**config.mk**
```make
export PLATFORM = sky130hd
export DESIGN_NAME = spc_port
export DESIGN_NICKNAME = d
export VERILOG_FILES = /design/src/spc_pkg.sv /design/src/spc_port.sv
export VERILOG_INCLUDE_DIRS = /design/src
export SDC_FILE = /design/constraint.sdc
export NUM_CORES = 1
export LEC_CHECK = 0
export BUFFER_PORTS_ARGS = -buffer_cell sky130_fd_sc_hd__buf_4
export CORE_ASPECT_RATIO = 1.2
export CORE_UTILIZATION = 25
export CTS_BUF_LIST = sky130_fd_sc_hd__clkbuf_2
export DETAILED_ROUTE_END_ITERATION = 7
export HOLD_SLACK_MARGIN = 0.12
export SETUP_SLACK_MARGIN = 0.02
export SYNTH_ARGS = -nofsm -noshare
export SYNTH_HDL_FRONTEND = slang
export SYNTH_SLANG_ARGS = --single-unit
```
**constraint.sdc**
```tcl
create_clock -name clock_i -period 1.71 [get_ports clock_i]
set_input_delay 0.0855 -clock clock_i [delete_from_list [all_inputs] [get_ports clock_i]]
set_output_delay 0.0855 -clock clock_i [all_outputs]
set_load 0.01 [all_outputs]
```
**src/spc_defines.svh**
```systemverilog
// Offsets, field positions, reset values and response codes of the SPI port.
// Assumes a 32-bit AXI4-Lite register bus with one word per register.
`ifndef SPC_DEFINES_SVH
`define SPC_DEFINES_SVH
`define SPC_OFS_DATA 4'h0
`define SPC_OFS_CTRL 4'h4
`define SPC_OFS_STAT 4'h8
`define SPC_BIT_IRQ_EN 7
`define SPC_BIT_PORT_EN 6
`define SPC_BIT_RATE_DIV 5
`define SPC_BIT_MASTER 4
`define SPC_BIT_CLOCK_POLARITY_BIT 3
`define SPC_BIT_CLOCK_PHASE_BIT 2
`define SPC_BIT_DONE 7
`define SPC_BIT_WCOL 6
`define SPC_BIT_OVR 5
`define SPC_BIT_MODE_FAULT_FLAG 4
`define SPC_BIT_SOD 2
`define SPC_BIT_SSM 1
`define SPC_BIT_SSI 0
`define SPC_CTRL_RESET 8'h00
`define SPC_STAT_RESET 8'h00
`define SPC_RESP_OKAY 2'b00
`define SPC_RESP_SLVERR 2'b10
`endif

```
**src/spc_pkg.sv**
```systemverilog
// Types shared by the SPI port.
// Assumes spc_defines.svh is included by the users of its constants.
package spc_pkg;
    typedef enum logic [2:0] {
        SPC_IDLE = 3'b001,
        SPC_SHIFT = 3'b010,
        SPC_DONE = 3'b100
    } spc_state_type;
endpackage : spc_pkg

```
**src/spc_port.sv**
```systemverilog
// SPI master/slave port with control, status and data registers.
// Assumes an AXI4-Lite master, synchronous pins and a CPU halt/wait input.
//
// Local design decisions: the AXI4-Lite interface to the registers and the address map.
`timescale 1ns/10ps
`include "spc_defines.svh"
module spc_port
    import spc_pkg::*;
#(
    parameter int DATA_W = 8
)
(
    // Clock, reset, enable
    input wire logic clock_i,
    input wire logic reset_n_i,
    input wire logic enable_i,
    // AXI4-Lite write
    input wire logic [3:0] s_axi_awaddr_i,
    input wire logic s_axi_awvalid_i,
    output logic s_axi_awready_o,
    input wire logic [31:0] s_axi_wdata_i,
    input wire logic [3:0] s_axi_wstrb_i,
    input wire logic s_axi_wvalid_i,
    output logic s_axi_wready_o,
    output logic [1:0] s_axi_bresp_o,
    output logic s_axi_bvalid_o,
    input wire logic s_axi_bready_i,
    // AXI4-Lite read
    input wire logic [3:0] s_axi_araddr_i,
    input wire logic s_axi_arvalid_i,
    output logic s_axi_arready_o,
    output logic [31:0] s_axi_rdata_o,
    output logic [1:0] s_axi_rresp_o,
    output logic s_axi_rvalid_o,
    input wire logic s_axi_rready_i,
    // CPU power state and mask
    input wire logic cpu_halt_i,
    input wire logic cpu_irq_mask_i,
    // SPI pins
    input wire logic sck_i,
    output logic sck_o,
    output logic sck_oe_n_o,
    input wire logic mosi_i,
    output logic mosi_o,
    output logic mosi_oe_n_o,
    input wire logic miso_i,
    output logic miso_o,
    output logic miso_oe_n_o,
    input wire logic ss_n_i,
    // Alternate function select and requests
    output logic alt_func_o,
    output logic irq_o,
    output logic wake_o
);
    // ****************************************
    // Registers and state
    // ****************************************
    logic [7:0] spi_control;
    logic done_flag;
    logic wcol_flag;
    logic ovr_flag;
    logic mode_fault_flag_flag;
    logic [2:0] soft_bits;
    logic [DATA_W-1:0] shifter;
    logic [DATA_W-1:0] rx_buf;
    logic [6:0] div_cnt;
    logic [3:0] edge_cnt;
    logic sck_int;
    logic sck_prev;
    logic status_seen;
    logic mode_fault_flag_seen;
    spc_state_type state;
    logic aw_held;
    logic w_held;
    logic [3:0] aw_addr;
    logic [7:0] w_byte;
    logic w_lane;
    logic [3:0] ar_addr;
    logic ar_pend;
    logic halt_sel_ok;

    // ****************************************
    // Decoded control
    // ****************************************
    logic port_en;
    logic master;
    logic clock_polarity_bit;
    logic clock_phase_bit;
    logic ss_int_n;
    logic run;
    logic do_write;
    logic do_read;
    logic [6:0] half_div;
    logic sl_edge;
    logic sl_lead;
    logic xfer_end;
    logic [2:0] rate;
    assign port_en = spi_control[`SPC_BIT_PORT_EN];
    assign master = spi_control[`SPC_BIT_MASTER];
    assign clock_polarity_bit = spi_control[`SPC_BIT_CLOCK_POLARITY_BIT];
    assign clock_phase_bit = spi_control[`SPC_BIT_CLOCK_PHASE_BIT];
    // Software select replaces the pin when management bit set
    assign ss_int_n = soft_bits[`SPC_BIT_SSM] ? soft_bits[`SPC_BIT_SSI]
                                              : ss_n_i;
    // Halt freezes control, flags and shift engine, but a selected slave keeps shifting
    assign run = enable_i && (!cpu_halt_i || (!master && halt_sel_ok));
    assign do_write = aw_held && w_held && !s_axi_bvalid_o;
    assign do_read = ar_pend && !s_axi_rvalid_o;
    assign rate = {spi_control[`SPC_BIT_RATE_DIV], spi_control[1:0]};
    // Half period of SCK in clocks, less one; rate bits only matter as master
    always_comb
    begin
        unique case (rate)
            3'b100: half_div = 7'h01;
            3'b000: half_div = 7'h03;
            3'b001: half_div = 7'h07;
            3'b110: half_div = 7'h0f;
            3'b010: half_div = 7'h1f;
            3'b011: half_div = 7'h3f;
            default: half_div = 7'h03;
        endcase
    end
    // Slave samples sck edges against the previous sample
    assign sl_edge = !master && port_en && !ss_int_n && (sck_i != sck_prev);
    // Leading edge goes away from idle level; capture edge per phase
    assign sl_lead = (sck_i != clock_polarity_bit);
    assign xfer_end = (state == SPC_SHIFT) && (edge_cnt == 4'hf) &&
                      (master ? (div_cnt == 7'h00) : sl_edge);

    // ****************************************
    // AXI4-Lite slave
    // ****************************************
    // Address and data are taken in either order, one write outstanding
    always_ff @(posedge clock_i)
    begin
        if (!reset_n_i)
        begin
            aw_held <= 1'b0;
            w_held <= 1'b0;
            aw_addr <= 4'h0;
            w_byte <= 8'h00;
            w_lane <= 1'b0;
            s_axi_bvalid_o <= 1'b0;
            s_axi_bresp_o <= `SPC_RESP_OKAY;
        end
        else if (enable_i)
        begin
            if (s_axi_awvalid_i && !aw_held)
            begin
                aw_held <= 1'b1;
                aw_addr <= s_axi_awaddr_i;
            end
            if (s_axi_wvalid_i && !w_held)
            begin
                w_held <= 1'b1;
                w_byte <= s_axi_wdata_i[7:0];
                w_lane <= s_axi_wstrb_i[0];
            end
            if (do_write)
            begin
                aw_held <= 1'b0;
                w_held <= 1'b0;
                s_axi_bvalid_o <= 1'b1;
                s_axi_bresp_o <= (aw_addr == `SPC_OFS_DATA ||
                                  aw_addr == `SPC_OFS_CTRL ||
                                  aw_addr == `SPC_OFS_STAT) ?
                                 `SPC_RESP_OKAY : `SPC_RESP_SLVERR;
            end
            else if (s_axi_bvalid_o && s_axi_bready_i)
                s_axi_bvalid_o <= 1'b0;
        end
    end
    assign s_axi_awready_o = !aw_held;
    assign s_axi_wready_o = !w_held;

    // Read port; returns live register state
    always_ff @(posedge clock_i)
    begin
        if (!reset_n_i)
        begin
            ar_pend <= 1'b0;
            ar_addr <= 4'h0;
            s_axi_rvalid_o <= 1'b0;
            s_axi_rdata_o <= 32'h0;
            s_axi_rresp_o <= `SPC_RESP_OKAY;
        end
        else if (enable_i)
        begin
            if (s_axi_arvalid_i && !ar_pend)
            begin
                ar_pend <= 1'b1;
                ar_addr <= s_axi_araddr_i;
            end
            if (do_read)
            begin
                ar_pend <= 1'b0;
                s_axi_rvalid_o <= 1'b1;
                s_axi_rresp_o <= `SPC_RESP_OKAY;
                unique case (ar_addr)
                    `SPC_OFS_DATA: s_axi_rdata_o <= {24'h0, rx_buf};
                    `SPC_OFS_CTRL: s_axi_rdata_o <= {24'h0, spi_control};
                    `SPC_OFS_STAT: s_axi_rdata_o <= {24'h0, done_flag,
                        wcol_flag, ovr_flag, mode_fault_flag_flag, 1'b0, soft_bits};
                    default:
                    begin
                        s_axi_rdata_o <= 32'h0;
                        s_axi_rresp_o <= `SPC_RESP_SLVERR;
                    end
                endcase
            end
            else if (s_axi_rvalid_o && s_axi_rready_i)
                s_axi_rvalid_o <= 1'b0;
        end
    end
    assign s_axi_arready_o = !ar_pend;

    // ****************************************
    // Control and status registers
    // ****************************************
    logic wr_ctrl;
    logic wr_stat;
    logic wr_data;
    logic rd_stat;
    logic rd_data;
    assign wr_ctrl = do_write && w_lane && aw_addr == `SPC_OFS_CTRL;
    assign wr_stat = do_write && w_lane && aw_addr == `SPC_OFS_STAT;
    assign wr_data = do_write && w_lane && aw_addr == `SPC_OFS_DATA;
    assign rd_stat = do_read && ar_addr == `SPC_OFS_STAT;
    assign rd_data = do_read && ar_addr == `SPC_OFS_DATA;

    // Control register; fault hardware clear beats the software write
    always_ff @(posedge clock_i)
    begin
        if (!reset_n_i)
            spi_control <= `SPC_CTRL_RESET;
        else if (run)
        begin
            if (master && port_en && !ss_int_n)
            begin
                spi_control[`SPC_BIT_PORT_EN] <= 1'b0;
                spi_control[`SPC_BIT_MASTER] <= 1'b0;
            end
            else if (wr_ctrl)
            begin
                spi_control <= w_byte;
                // Enable and master stay blocked unless clearing the fault
                if (mode_fault_flag_flag && !mode_fault_flag_seen)
                    spi_control[6:4] <= {1'b0, w_byte[5], 1'b0};
            end
        end
    end

    // Software management bits of the status register
    always_ff @(posedge clock_i)
    begin
        if (!reset_n_i)
            soft_bits <= 3'h0;
        else if (run && wr_stat)
            soft_bits <= w_byte[2:0];
    end

    // Flags: a hardware set always wins over a same-cycle clear
    always_ff @(posedge clock_i)
    begin
        if (!reset_n_i)
        begin
            done_flag <= 1'b0;
            ovr_flag <= 1'b0;
            mode_fault_flag_flag <= 1'b0;
            wcol_flag <= 1'b0;
            status_seen <= 1'b0;
            mode_fault_flag_seen <= 1'b0;
        end
        else if (run)
        begin
            if (rd_stat && done_flag)
                status_seen <= 1'b1;
            if (rd_stat && mode_fault_flag_flag)
                mode_fault_flag_seen <= 1'b1;
            if (xfer_end)
                done_flag <= 1'b1;
            else if (status_seen && (rd_data || wr_data))
            begin
                done_flag <= 1'b0;
                status_seen <= 1'b0;
            end
            if (xfer_end && done_flag)
                ovr_flag <= 1'b1;
            else if (rd_stat)
                ovr_flag <= 1'b0;
            if (master && port_en && !ss_int_n)
                mode_fault_flag_flag <= 1'b1;
            else if (mode_fault_flag_seen && wr_ctrl)
            begin
                mode_fault_flag_flag <= 1'b0;
                mode_fault_flag_seen <= 1'b0;
            end
            if (wr_data && state == SPC_SHIFT)
                wcol_flag <= 1'b1;
            else if (rd_stat && wcol_flag)
                wcol_flag <= 1'b0;
        end
    end

    // ****************************************
    // Shift engine
    // ****************************************
    // Data write loads the shifter; blocked mid-transfer or while done flag set and status unread
    always_ff @(posedge clock_i)
    begin
        if (!reset_n_i)
        begin
            state <= SPC_IDLE;
            shifter <= '0;
            rx_buf <= '0;
            div_cnt <= 7'h00;
            edge_cnt <= 4'h0;
            sck_int <= 1'b0;
            sck_prev <= 1'b0;
        end
        else if (run)
        begin
            sck_prev <= sck_i;
            unique case (state)
                SPC_IDLE:
                begin
                    sck_int <= clock_polarity_bit;
                    edge_cnt <= 4'h0;
                    div_cnt <= half_div;
                    if (wr_data && !(done_flag && !status_seen))
                    begin
                        shifter <= w_byte;
                        if (master && port_en)
                            state <= SPC_SHIFT;
                    end
                    if (sl_edge && !master)
                    begin
                        state <= SPC_SHIFT;
                        // First slave edge counts too, or the byte ends short
                        edge_cnt <= 4'h1;
                        if (sl_lead != clock_phase_bit)
                            shifter <= {shifter[DATA_W-2:0], mosi_i};
                    end
                    if (!port_en)
                        state <= SPC_IDLE;
                end
                SPC_SHIFT:
                begin
                    if (master)
                    begin
                        if (div_cnt == 7'h00)
                        begin
                            div_cnt <= half_div;
                            sck_int <= !sck_int;
                            edge_cnt <= edge_cnt + 4'h1;
                            // Odd count means second half of bit
                            if (edge_cnt[0] == clock_phase_bit)
                                shifter <= {shifter[DATA_W-2:0], miso_i};
                        end
                        else
                            div_cnt <= div_cnt - 7'h01;
                    end
                    else if (sl_edge)
                    begin
                        edge_cnt <= edge_cnt + 4'h1;
                        if (sl_lead != clock_phase_bit)
                            shifter <= {shifter[DATA_W-2:0], mosi_i};
                    end
                    if (xfer_end)
                        state <= SPC_DONE;
                    if (!port_en)
                        state <= SPC_IDLE;
                end
                SPC_DONE:
                begin
                    // Shifter keeps the received byte, so it echoes out
                    // On overrun the buffer keeps the earlier byte
                    if (!ovr_flag)
                        rx_buf <= shifter;
                    sck_int <= clock_polarity_bit;
                    state <= SPC_IDLE;
                end
            endcase
        end
    end

    // Latch selection at halt entry; wake needs it low
    always_ff @(posedge clock_i)
    begin
        if (!reset_n_i)
            halt_sel_ok <= 1'b0;
        else if (enable_i && !cpu_halt_i)
            halt_sel_ok <= !ss_int_n;
    end

    // ****************************************
    // Pins and requests
    // ****************************************
    // Pin drivers; roles swap with master select
    always_ff @(posedge clock_i)
    begin
        if (!reset_n_i)
        begin
            alt_func_o <= 1'b0;
            sck_o <= 1'b0;
            sck_oe_n_o <= 1'b1;
            mosi_o <= 1'b0;
            mosi_oe_n_o <= 1'b1;
            miso_o <= 1'b0;
            miso_oe_n_o <= 1'b1;
            irq_o <= 1'b0;
            wake_o <= 1'b0;
        end
        else if (enable_i)
        begin
            alt_func_o <= port_en;
            sck_o <= sck_int;
            sck_oe_n_o <= !(port_en && master);
            mosi_o <= shifter[DATA_W-1];
            mosi_oe_n_o <= !(port_en && master &&
                             !soft_bits[`SPC_BIT_SOD]);
            miso_o <= shifter[DATA_W-1];
            miso_oe_n_o <= !(port_en && !master && !ss_int_n &&
                             !soft_bits[`SPC_BIT_SOD]);
            // One shared request, gated by enable bit and CPU mask
            irq_o <= spi_control[`SPC_BIT_IRQ_EN] && !cpu_irq_mask_i &&
                     (done_flag || mode_fault_flag_flag || ovr_flag);
            // Done, fault or overrun wakes from wait; only done wakes from halt
            wake_o <= spi_control[`SPC_BIT_IRQ_EN] &&
                      (cpu_halt_i ? done_flag :
                       (done_flag || mode_fault_flag_flag || ovr_flag));
        end
    end
endmodule : spc_port

```
==> impl_metrics.env <==
export IMPL_outcome="finished with violations"
export IMPL_violations="DRC, setup timing"
export IMPL_grt_antenna_before_repair=1
export IMPL_clock_sinks=90
export IMPL_endpoint="ovr_flag$_SDFFE_PN0P_"
export IMPL_setup_viol_count_final=24
export IMPL_r2r_end="ovr_flag$_SDFFE_PN0P_"
export IMPL_grt_use_total_pct=14.27
export IMPL_yosys_register_bits=90
export IMPL_slew_headroom_pct=60.48
export IMPL_clock_latency_ns=0.56
export IMPL_cp_max_fo=5
export IMPL_grt_remaining_overflow=0
export IMPL_reg2reg_slack_ns=-0.15
export IMPL_nNetsFinal=741
export IMPL_drive_gt1_share_pct=37.08
export IMPL_cts_tree="yes"
export IMPL_tightest_slew_ns=0.5883
export IMPL_cts_root_buf="clkbuf_2"
export IMPL_synthToLayoutAreaGrowth_pct=47.42
export IMPL_pwr_share_comb_pct=17.4
export IMPL_synth_top_area_cell="dfxtp_1"
export IMPL_vias=4134
export IMPL_fp_dieW_microns=124.8
export IMPL_swShare_pct=30.01
export IMPL_io_buffers=54
export IMPL_crit_required_ns=2.21
export IMPL_stdcell_count=906
export IMPL_max_freq_mhz=536.9
export IMPL_hpwlAfterDp_mm=9.340
export IMPL_whs_path_depth=4
export IMPL_pwr_share_clk_pct=25.5
export IMPL_initial_core_util_pct=25.66
export IMPL_peakVddDrop_uv=266.1
export IMPL_finClkSkew_ns=0.02611
export IMPL_wire_per_inst_microns=14.62
export IMPL_syn_area_per_cell_sq_um=8.909
export IMPL_power_mw=3.814
export IMPL_power_leakage_nw=2.750
export IMPL_synthesis_area_sq_mm=0.004526
export IMPL_cp_arrival_ns=2.36
export IMPL_period_needed_ns=1.862
export IMPL_ys_warnings_count=0
export IMPL_drt_iter0_drc=145
export IMPL_holdWs_ns=0.3202
export IMPL_cts_made_buffers=9
export IMPL_synthTopCellsByCount="dfxtp_1, nor2_1, nand2_1"
export IMPL_hold_path_class="input port to register"
export IMPL_synth_edf_count=0
export IMPL_coreArea_sq_mm=0.01764
export IMPL_p_sw_mw=1.145
export IMPL_synth_cell_types=72
export IMPL_final_hold_viol_count=0
export IMPL_wl_met2_mm=7.105
export IMPL_grt_pass1_vias=4070
export IMPL_die_area_sq_mm=0.01865
export IMPL_top_layer="met4"
export IMPL_grt_setup_unrepaired="true"
export IMPL_ys_async_sr_fraction_pct=0
export IMPL_rr_startpoint="div_cnt[1]$_SDFFE_PN0P_"
export IMPL_viasPerCell=4.563
export IMPL_drtAntennaViolNets=0
export IMPL_cts_buffer_depth=2
export IMPL_ys_seq_area_share_pct=39.81
export IMPL_yosys_area_top_type_share_pct=39.81
export IMPL_cp_end_kind="register"
export IMPL_wl_met3_microns=302
export IMPL_finalSetupTns_ns=-1.427
export IMPL_wl_met1_mm=5.638
export IMPL_fin_crit_sh_pct=108.9
export IMPL_cp_startpoint="div_cnt[1]$_SDFFE_PN0P_"
export IMPL_first_pass_iters=6
export IMPL_synth_top_cells_by_area="dfxtp_1, mux2i_1, nor2_1"
export IMPL_maxCapViolCount=0
export IMPL_totalWireLength_mm=13.25
export IMPL_grt_pass1_wl_mm=20.76
export IMPL_io_pins=108
export IMPL_fin_ws_ns=-0.1524
export IMPL_clk_pin_slew_ns=0.26
export IMPL_grt_max_degree=30
export IMPL_reg2reg_depth=7
export IMPL_power_internal_mw=2.669
export IMPL_syn_inst=508
export IMPL_place_ws_ns=-0.1191
export IMPL_seq_power_share_pct=57.1
export IMPL_drc=6
export IMPL_powerDensity_mw_per_mm2=571.7
export IMPL_fill_cells=1792
export IMPL_h_tree_depth=3
export IMPL_path_class="register to register"
export IMPL_gp_congestion=0.8465
export IMPL_startpoint_type="register"
export IMPL_rows=53
export IMPL_ys_flop_type="dfxtp_1"
export IMPL_dp_cells=824
export IMPL_slew_violations=0
export IMPL_die_h_microns=149.4
export IMPL_synth_most_common_cell="dfxtp_1"
-- power groups by stage --
stage	sequential [mW]	clock, mW	combinational, mW
detailed placement	2.22	0	0.487
floorplan	2.21	0	0.315
global placement	2.22	0	0.486
global route	2.19	1.08	0.714
CTS	2.18	0.987	0.609
finish	2.18	0.972	0.663
-- per-layer routing --
metal  global-route usage, %  vias up
li1                        -     2089
met1                   16.39     1954
met2                   26.71       78
met3                   2.009       13
met4                   5.488        0
met5                       0        -
-- placed cells by master, fill, tap and decap left out, types with 3 or more instances in the layout --
cell type and instances:
and2_1 4, a31oi_1 3, dfxtp_1 76, dlygate4sd3_1 47, buf_6 15, nand3_1 7
a21oi_1 29, nor3b_4 3, mux2_2 9, mux2_4 6, a21oi_4 3, a21oi_2 6
clkbuf_2 9, nand3_2 4, clkinv_2 3, nor4b_4 3, o22ai_1 4, or3_1 3
a22o_1 7, mux2i_1 41, nor2_1 58, nand2_1 49, nor2b_1 5, nor3_1 5
o21a_1 3, conb_1 26, o21ai_0 13, inv_1 11, a22oi_1 7, dfxtp_2 11
nand2b_1 4, inv_2 3, dfxtp_4 3, buf_4 126
-- state kept, by name (all words and copies together), names as in the netlist, 3 cells and up --
name           count
ar_addr            4
aw_addr            4
div_cnt            7
edge_cnt           4
rx_buf             8
s_axi_rdata_o      8
shifter            8
soft_bits          3
spi_control        8
state              3
w_byte             8
-- critical path, stage by stage (launching register included) --
cell	delay [ns]
dfxtp_2	0.38
inv_2	0.05
ha_2	0.15
nor3b_4	0.25
nand3_4	0.15
a211o_1	0.35
or3_1	0.33
a21oi_1	0.13
-- cell families (layout without fill, tap and decap cells) --
family,count (synthesis),after routing,share of synthesized area (%)
simple gates,173,173,19.30
fa+ha+maj,3,3,0.8295
buf+inv,68,220,8.571
compound gates,111,111,17.39
mux,58,58,13.24
flops,90,90,39.81
other cells,1,27,0.08286
xor+xnor,4,4,0.7743
-- how the worst min path moves through the flow --
stage / from / endpoint / slack [ns]
global route: s_axi_awaddr_i[2] / aw_addr[2]$_SDFFE_PN0P_ / 0.28
CTS: s_axi_awaddr_i[0] / aw_addr[0]$_SDFFE_PN0P_ / 0.26
floorplan: reset_n_i / div_cnt[2]$_SDFFE_PN0P_ / 0.21
finish: s_axi_awaddr_i[2] / aw_addr[2]$_SDFFE_PN0P_ / 0.32
detailed placement: s_axi_araddr_i[2] / ar_addr[2]$_SDFFE_PN0P_ / 0.33
global placement: s_axi_awaddr_i[1] / aw_addr[1]$_SDFFE_PN0P_ / 0.33
-- per-stage QoR --
| step | area (sq um) | util [%] |
|---|---|---|
| after floorplan | 4676 | - |
| after detailed placement | 5542 | 31.42 |
| after CTS | 6379 | 36.16 |
| after global routing | 6671 | 37.82 |
| final | 6671 | 37.82 |
| after global placement | 5542 | 31.42 |
-- layout make-up --
class,instances,area [sq um],share of cell area (%)
clock inverter,7,43.79,0.6564
multi-input combinational,375,2820,42.27
sequential,90,1827,27.38
inverter,14,52.55,0.7877
timing repair buffer,190,1605,24.06
tap,220,275.3,4.126
clock buffer,9,45.04,0.6752
antenna,1,2.502,0.03751
-- repair_timing --
item                                    in CTS  in global routing
gates resized for setup                     49                 57
hold buffers                                48                  0
hold endpoints to repair                    50                  0
pin swaps                                   23                 29
endpoints found under the setup margin      45                 60
buffers inserted                            10                  8
cloned                                       2                  0
Note: power is estimated with default switching activity, not from simulation.
